[config.mk]
export PLATFORM = sky130hd
export DESIGN_NAME = eight_pin_port
export DESIGN_NICKNAME = d
export VERILOG_FILES = /design/src/logic/port_pkg.sv /design/src/logic/eight_pin_port.sv
export VERILOG_INCLUDE_DIRS = /design/src /design/src/logic
export SDC_FILE = /design/constraint.sdc
export NUM_CORES = 1
export LEC_CHECK = 0
export ABC_AREA = 1
export BUFFER_PORTS_ARGS = -buffer_cell sky130_fd_sc_hd__buf_2
export CORE_ASPECT_RATIO = 2
export CORE_MARGIN = 2
export CORE_UTILIZATION = 52
export DETAILED_ROUTE_END_ITERATION = 8
export PLACE_DENSITY = 0.78
export SLEW_MARGIN = 15
export SYNTH_ARGS = -nofsm -noshare
export SYNTH_HDL_FRONTEND = slang
export SYNTH_SLANG_ARGS = --single-unit
export TNS_END_PERCENT = 10
[constraint.sdc]
create_clock -name i_clk -period 2.91 [get_ports i_clk]
set_input_delay 0.291 -clock i_clk [delete_from_list [all_inputs] [get_ports i_clk]]
set_output_delay 0.291 -clock i_clk [all_outputs]
set_load 0.05 [all_outputs]
[src/logic/port_defines.svh]
`ifndef PORT_DEFINES_SVH
`define PORT_DEFINES_SVH

`define PORT_DATA_OFFSET    12'h000
`define PORT_DIR_OFFSET     12'h004
`define PORT_FUNC_OFFSET    12'h008
`define PORT_DATA_RESET     16'h0000
`define PORT_DIR_RESET      8'h00
`define PORT_FUNC_RESET     8'h00
`define PORT_PIN_LSB        0
`define PORT_PIN_MSB        7
`define PORT_RSVD_LSB       8
`define PORT_RSVD_MSB       15

`endif

[src/logic/port_pkg.sv]
package port_pkg;
  typedef struct packed {
    logic [11:0] awaddr;
    logic        awvalid;
    logic [31:0] wdata;
    logic [3:0]  wstrb;
    logic        wvalid;
    logic        bready;
    logic [11:0] araddr;
    logic        arvalid;
    logic        rready;
  } axil_req_t;

  typedef struct packed {
    logic        awready;
    logic        wready;
    logic        bvalid;
    logic [1:0]  bresp;
    logic        arready;
    logic        rvalid;
    logic [31:0] rdata;
    logic [1:0]  rresp;
  } axil_rsp_t;

  typedef struct packed {
    logic [7:0] out;
    logic [7:0] oe;
  } pin_drive_t;

  typedef struct packed {
    logic [15:0] port_pin_data;
    logic [7:0]  pin_direction_select;
    logic [7:0]  func_select;
    logic [7:0]  pin_sync1;
    logic [7:0]  pin_sync2;
    logic        aw_held;
    logic [11:0] aw_addr;
    logic        w_held;
    logic [31:0] w_data;
    logic [3:0]  w_strb;
    logic        bvalid;
    logic [1:0]  bresp;
    logic        rvalid;
    logic [31:0] rdata;
    logic [1:0]  rresp;
    pin_drive_t  drive;
  } port_state_t;
endpackage : port_pkg

[src/logic/eight_pin_port.sv]
`timescale 1ns/1ps
// What this block does
// (RULE1) Eight pins, each input or output by its own direction bit.
// (RULE2) A 16-bit read/write data register holds the output data.
// (RULE3) Data bits 7 to 0 map to pins 7 to 0 of the same index.
// (RULE4) Bits 15 to 8 are reserved and always read as zero.
// (RULE5) Software writes zero to bits 15 to 8.
// (RULE6) With direction 1, the written data bit drives its pin.
// (RULE7) With direction 1, a read returns the stored bit, not the pin.
// (RULE8) With direction 0, a read returns the pin level.
// (RULE9) With direction 0, a write stores the bit and leaves the pin free.
// (RULE10) Other function: read stored bit, write never reaches the pin.
// (RULE11) Reset clears every data bit.
`include "port_defines.svh"

module eight_pin_port (
  input  wire logic                 i_clk,
  input  wire logic                 i_rst,
  input  wire port_pkg::axil_req_t  i_axi,
  output port_pkg::axil_rsp_t       o_axi,
  input  wire logic [7:0]           i_pin,
  output logic [7:0]                o_pin,
  output logic [7:0]                o_pin_oe
);
  import port_pkg::*;

  port_state_t s_r;
  port_state_t s_nxt;

  // Only byte lane 0 reaches the eight live bits of every register
  function automatic logic [7:0] lane0_merge(input logic [7:0]  old_v,
                                             input logic [31:0] new_v,
                                             input logic [3:0]  strb);
    logic [7:0] res;
    res = old_v;
    if (strb[0]) begin
      res = new_v[7:0];
    end
    return res;
  endfunction : lane0_merge

  // Low two address bits never select a register
  function automatic logic [11:0] word_addr(input logic [11:0] addr);
    logic [11:0] res;
    res = {addr[11:2], 2'b00};
    return res;
  endfunction : word_addr

  // Decode used by the read response only; the write path decodes in its own case
  function automatic logic is_mapped(input logic [11:0] addr);
    logic hit;
    hit = 1'b0;
    unique case (word_addr(addr))
      `PORT_DATA_OFFSET: begin
        hit = 1'b1;
      end
      `PORT_DIR_OFFSET: begin
        hit = 1'b1;
      end
      `PORT_FUNC_OFFSET: begin
        hit = 1'b1;
      end
      default: begin
        hit = 1'b0;
      end
    endcase
    return hit;
  endfunction : is_mapped

  // Unmapped words answer with a slave error
  function automatic logic [1:0] resp_of(input logic [11:0] addr);
    logic [1:0] res;
    if (is_mapped(addr)) begin
      res = 2'b00;
    end else begin
      res = 2'b10;
    end
    return res;
  endfunction : resp_of

  // General output only where direction is 1 and no other function owns it
  function automatic logic [7:0] gp_out_mask(input logic [7:0] dir,
                                             input logic [7:0] func);
    logic [7:0] res;
    res = dir & ~func;
    return res;
  endfunction : gp_out_mask

  // Unmapped words read as zero, and so do the reserved data bits
  function automatic logic [31:0] read_word(input logic [11:0] addr,
                                            input logic [7:0]  data_v,
                                            input logic [7:0]  dir,
                                            input logic [7:0]  func);
    logic [31:0] res;
    res = 32'h0000_0000;
    unique case (word_addr(addr))
      `PORT_DATA_OFFSET: begin
        res = {24'h00_0000, data_v}; // [RULE4]
      end
      `PORT_DIR_OFFSET: begin
        res = {24'h00_0000, dir};
      end
      `PORT_FUNC_OFFSET: begin
        res = {24'h00_0000, func};
      end
      default: begin
        res = 32'h0000_0000;
      end
    endcase
    return res;
  endfunction : read_word

  logic        do_write;
  logic        do_read;
  logic [11:0] wr_addr;
  logic [31:0] wr_data;
  logic [3:0]  wr_strb;
  logic [7:0]  pin_view;
  logic [7:0]  gp_out;
  logic        aw_open;
  logic        w_open;

  always_comb begin
    // A channel stays shut while the last answer stands: one write at a time
    aw_open  = ~s_r.aw_held & ~s_r.bvalid;
    w_open   = ~s_r.w_held & ~s_r.bvalid;
    wr_addr  = s_r.aw_held ? s_r.aw_addr : i_axi.awaddr;
    wr_data  = s_r.w_held ? s_r.w_data : i_axi.wdata;
    wr_strb  = s_r.w_held ? s_r.w_strb : i_axi.wstrb;
    do_write = (s_r.aw_held | i_axi.awvalid) & (s_r.w_held | i_axi.wvalid)
               & ~s_r.bvalid;
    do_read  = i_axi.arvalid & ~s_r.rvalid;
    // Input pins read the synchronised level; output and other pins the bit
    gp_out   = gp_out_mask(s_r.pin_direction_select, s_r.func_select);
    for (int i = 0; i < 8; i++) begin
      pin_view[i] = (s_r.func_select[i] | gp_out[i]) ? s_r.port_pin_data[i]
                    : s_r.pin_sync2[i]; // [RULE7] [RULE8] [RULE10] [RULE3]
    end
  end

  always_comb begin
    s_nxt = s_r;
    // Pins are asynchronous: two flops before any logic reads them
    s_nxt.pin_sync1 = i_pin;
    s_nxt.pin_sync2 = s_r.pin_sync1;
    if (i_axi.awvalid & aw_open & ~do_write) begin
      s_nxt.aw_held = 1'b1;
      s_nxt.aw_addr = i_axi.awaddr;
    end
    if (i_axi.wvalid & w_open & ~do_write) begin
      s_nxt.w_held = 1'b1;
      s_nxt.w_data = i_axi.wdata;
      s_nxt.w_strb = i_axi.wstrb;
    end
    if (s_r.bvalid & i_axi.bready) begin
      s_nxt.bvalid = 1'b0;
    end
    if (do_write) begin
      s_nxt.aw_held = 1'b0;
      s_nxt.w_held  = 1'b0;
      s_nxt.bvalid  = 1'b1;
      s_nxt.bresp   = 2'b00;
      unique case (word_addr(wr_addr))
        `PORT_DATA_OFFSET: begin
          // Reserved bits are stored as zero whatever software sends
          s_nxt.port_pin_data = {8'h00, lane0_merge(
              s_r.port_pin_data[7:0], wr_data, wr_strb)}; // [RULE2] [RULE4]
        end
        `PORT_DIR_OFFSET: begin
          s_nxt.pin_direction_select = lane0_merge(
              s_r.pin_direction_select, wr_data, wr_strb); // [RULE1]
        end
        `PORT_FUNC_OFFSET: begin
          s_nxt.func_select = lane0_merge(s_r.func_select, wr_data,
              wr_strb);
        end
        default: begin
          s_nxt.bresp = 2'b10;
        end
      endcase
    end
    if (s_r.rvalid & i_axi.rready) begin
      s_nxt.rvalid = 1'b0;
    end
    if (do_read) begin
      s_nxt.rvalid = 1'b1;
      s_nxt.rresp  = resp_of(i_axi.araddr);
      s_nxt.rdata  = read_word(i_axi.araddr,
                               pin_view,
                               s_r.pin_direction_select,
                               s_r.func_select); // [RULE2]
    end
    // Pin driven only as general output; input and other functions float
    for (int i = 0; i < 8; i++) begin
      s_nxt.drive.oe[i] = s_nxt.pin_direction_select[i]
                          & ~s_nxt.func_select[i]; // [RULE6] [RULE9] [RULE10]
      s_nxt.drive.out[i] = s_nxt.drive.oe[i]
                           & s_nxt.port_pin_data[i]; // [RULE6] [RULE3]
    end
  end

  always_ff @(posedge i_clk or posedge i_rst) begin
    if (i_rst) begin
      s_r <= '0;
      s_r.port_pin_data <= `PORT_DATA_RESET; // [RULE11]
      s_r.pin_direction_select <= `PORT_DIR_RESET;
      s_r.func_select <= `PORT_FUNC_RESET;
    end else begin
      s_r <= s_nxt;
    end
  end

  always_comb begin
    o_axi.awready = aw_open;
    o_axi.wready  = w_open;
    o_axi.bvalid  = s_r.bvalid;
    o_axi.bresp   = s_r.bresp;
    o_axi.arready = ~s_r.rvalid;
    o_axi.rvalid  = s_r.rvalid;
    o_axi.rdata   = s_r.rdata;
    o_axi.rresp   = s_r.rresp;
    o_pin         = s_r.drive.out;
    o_pin_oe      = s_r.drive.oe;
  end
endmodule : eight_pin_port

After elaboration in Yosys (flattened, before gate mapping)
Index checks and enable logic that the tools add are counted.
- muxes and demuxes: 31
- reductions and logical operators: 8
- equality and inequality tests: 4
- bitwise logic cells: 52
- operators with widths (kind ; count):
    $mux W8 ; 7
    $mux W37 ; 1
    $mux W35 ; 1
    $and A1 B1 Y1 ; 27
    $mux W24 ; 1
    $pmux W8 S3 ; 1
    $eq A10 B1 Y1 const B ; 2
    $eq A10 B2 Y1 const B ; 2
    $logic_not A10 Y1 ; 2
    $mux W1 ; 15
    $mux W13 ; 1
    $not A1 Y1 ; 13
    $mux W12 ; 1
    $or A1 B1 Y1 ; 10
    $and A8 B8 Y8 ; 1
    $not A8 Y8 ; 1
    $reduce_bool A2 Y1 ; 4
    $reduce_or A3 Y1 ; 2
    $mux W2 ; 2
    $mux W3 ; 1
- output and inout bits: 57
- input port bits: 75
- register bits after elaboration: 144

Logic depth before layout (Yosys ltp)
- depth after elaboration: 7
- gate-level depth with buffers: 12
- gate-level depth less buffers: 11

Worst setup path before layout
Ideal clock, no wire load.
- path kind: register to register
- from: register s_r[103] in the netlist's numbering
- to: register s_r, in the netlist o_pin[1]
- arrival: 1.385 ns
- stages on the path, launching flop included: 11
- buffers on the path: 2
- period minus slack after synthesis: 1.510 ns
- path slack: 1.400 ns
- library setup time: 0.125 ns
- cells stage by stage: dfrtp_1 > buf_6 > o21ai_2 > nand2_4 > nor2_8 > nand3_4 > buf_6 > inv_1 > nand2_1 > o21ai_0 > nor2_1
- RTL lines (item ; line ; RTL):
    from (decl) ; eight_pin_port.sv:27 ; port_state_t s_r;
    from (signal assigned) ; eight_pin_port.sv:209 ; s_r <= s_nxt;

==> key figures <==
Worst setup path
  • Crit path buffers/inverters: 1
  • Stages on worst setup path: 7
  • Worst setup EP type: flop
  • Max Fanout on Critical Path: 18
  • Reg-to-Reg Start: s_r[90]
  • Worst reg-to-reg path cell count: 7
  • CP cell instances: inv_1, nand2_1, nand2_2, nand4_2, nand2_1, nand3_1, nor2_1
  • Worst Path Required: 3.18 ns
  • CP most frequent cell: nand2_1
  • Worst R2R End: o_pin[7]
  • CP startpoint: s_r[90]
  • Crit path launch type: flop
  • End of the critical path: o_pin[7]
  • Worst Path Arrival: 2.38 ns
  • Worst setup path category: flop to flop
  • Cell family with the largest share of critical-path delay: simple AND/OR/NAND/NOR gates
  • Flop-to-flop setup slack: 0.80 ns
  • Crit path largest cell delay: 0.47 ns
  • CP max stage cell: dfrtp_1

Pwr
  • IR drop worst, VDD: 762 uV
  • Power, Total: 0.00372 W
  • P_leak: 2.67 nW
  • Pwr dens: 768 nW/um2

Clocking
  • CTS Buffer Depth: 2
  • Clk sink count: 89
  • Clock Tree Root: clkbuf_16
  • Post-CTS Setup Bufs: 0
  • CTS buffer count: 9
  • Clock Latency Late Sink: 0.34 ns
  • Clock-pin slew on the worst setup and hold paths: 0.06 ns
  • Htree depth: 3
  • CTS tree: done

Finish
  • Final Util: 58.8%
  • Final nets: 617
  • Storage element area: 2230 um2
  • Synth-to-layout area growth: 10.6%
  • Commonest non-fill, non-tap cell in the layout: nand2_1
  • Fraction of layout cells with a size suffix above 1: 24.9%
  • Area of the multi-input gates: 1500 um2
  • Antenna fix cells: 0
  • Fill cells: 712
  • Leading cell types in the layout, fill and taps excluded: nand2_1, dfrtp_1, buf_2, inv_1, nand3_1

Floorplanning
  • Core area: 8230 um2
  • Die Area: 9220 um2
  • Die Wd: 68.9 um
  • Initial Utilization: 53.2%
  • Die Height: 134 um
  • Cell Rows: 47
  • Ports: 132

Outcome
  • Status: finished, final reports clean

Synth
  • EDFF count, synth: 0
  • Post-Syn Area per Cell: 8.86 um2
  • Sequential share of the synthesized area: 50.9%
  • Asr flop ratio synth: 100%
  • Mapped Area: 4380 um2
  • Cell variety after synth: 33
  • Top FF cell, synth: dfrtp_1
  • Syn. warnings: 0
  • Flip-flop and latch count after synthesis: 89
  • Cells after Synth: 494

STA
  • Setup Skew: 0.00683 ns
  • Setup violations, final: 0
  • Setup total negative slack: 0 ns
  • Worst-margin pin slew: 0.567 ns
  • Fin. max-slew vios: 0
  • FMAX: 474 MHz
  • Period utilization: 72.5%
  • Final Hold Vio Count: 0
  • Final worst path period need: 2.11 ns
  • Unrepaired setup endpoints after global routing: no
  • Slew headroom: 62.1%

Detailed routing
  • Drt pass-1 iters: 4
  • Detailed-route via count: 3162
  • Iter 0 DRT Violations: 235
  • Post-route ant nets: 0
  • DRT Wirelength: 8.40 mm
  • Vias per cell: 4.90
  • Avg WL per Cell: 13.0 um
  • # DRC: 0

Global route
  • Vias in the first global route: 3063
  • Total grt overflow: 0
  • Tot GR Track Use: 19.7%
  • Largest net degree at the start of global routing: 78
  • Antenna violations before repair: 0
  • First-pass GRT wire length: 13.6 mm

Job
  • Max Cap Viol: 0

Placed design
  • Port Buf Inserts: 74
  • Gpl congestion: 0.852
  • Hpwl dp: 6.12 mm

Min path
  • Min-delay worst type: input port to flop
worst reg2reg max path: cells and delay by family, from the launching register on:
kind | cells | cell delay [ns]
simple gates | 6 | 1.26
buf+inv | 1 | 0.32
flops | 1 | 0.47
cell usage after synthesis (3+ instances only):
cell	number	area, um2
nand2_1	116	435
nand2_2	6	37.5
dfrtp_1	89	2230
nand3_1	33	165
mux2_2	7	78.8
nand4_1	7	43.8
nor2_1	27	101
o21ai_1	4	20.0
inv_2	6	22.5
a21oi_1	6	30.0
o21ai_2	5	43.8
nor2_4	5	56.3
clkbuf_1	3	11.3
nor2_2	4	25.0
o21ai_0	28	140
inv_1	62	233
o211ai_1	6	45.0
buf_4	57	428
buf_6	3	33.8
how the worst min path moves through the flow:
stage                         from    endpoint  slack [ns]  cells past startpoint
after floorplan           i_pin[0]  s_nxt[104]        0.32                      0
after global placement       i_rst  s_nxt[110]        0.22                      2
after detailed placement     i_rst  s_nxt[110]        0.22                      2
after CTS                 i_pin[5]  s_nxt[109]        0.04                      1
after global routing      i_pin[5]  s_nxt[109]        0.05                      1
final                     i_pin[5]  s_nxt[109]        0.05                      1
kinds of logic (layout without fill, tap and decap cells):
group / Yosys count / count (layout) / share of synthesized area (%)
muxes: 7 / 7 / 1.80
DFF: 89 / 89 / 50.9
buffers and inverters: 135 / 163 / 17.0
other: 1 / 26 / 0.0856
AOI/OAI and AO/OA: 51 / 51 / 6.74
and+or+nand+nor: 211 / 211 / 23.5
flip-flops by register name, summed over array words and instances (netlist names):
signal,count
s_r,53
o_pin_oe,8
o_axi,12
s_nxt,8
o_pin,8
area by class of cell:
cell class,count,area share (%)
clock inverters,5,1.63
clock buffers,11,5.01
well taps,98,2.53
inverters,70,5.45
flip-flops and latches,89,46.0
repair buffers,77,8.42
multi-input cells,295,31.0
per-layer routing:
metal,GRT usage (%),vias to the layer above,wire length (um)
li1,-,1558,-
met1,22.0,1489,3150
met2,34.4,99,4680
met3,4.87,16,393
met4,8.17,0,176
met5,0,-,0
timing repair:
action	in CTS	in global routing
gates resized for setup	0	0
hold endpoints to repair	12	0
hold buffers	1	0
metrics by stage:
stage | area, um2 | hold WS [ns] | instances | setup slack (ns)
final | 4840 | 0.0541 | 645 | 0.801
after global routing | 4840 | 0.0474 | 645 | 0.559
after CTS | 4840 | 0.0444 | 645 | 0.798
after detailed placement | 4510 | 0.222 | 628 | 0.803
after global placement | 4510 | 0.218 | 628 | 0.868
after floorplan | 4470 | 0.322 | 519 | 0.312
power breakdown:
group	switching (W)	internal, W
logic	0.000693	0.000246
registers	0.000129	0.00142
clock network	0.000457	0.000774
total	0.00128	0.00244
(Power assumes the default switching activity.)
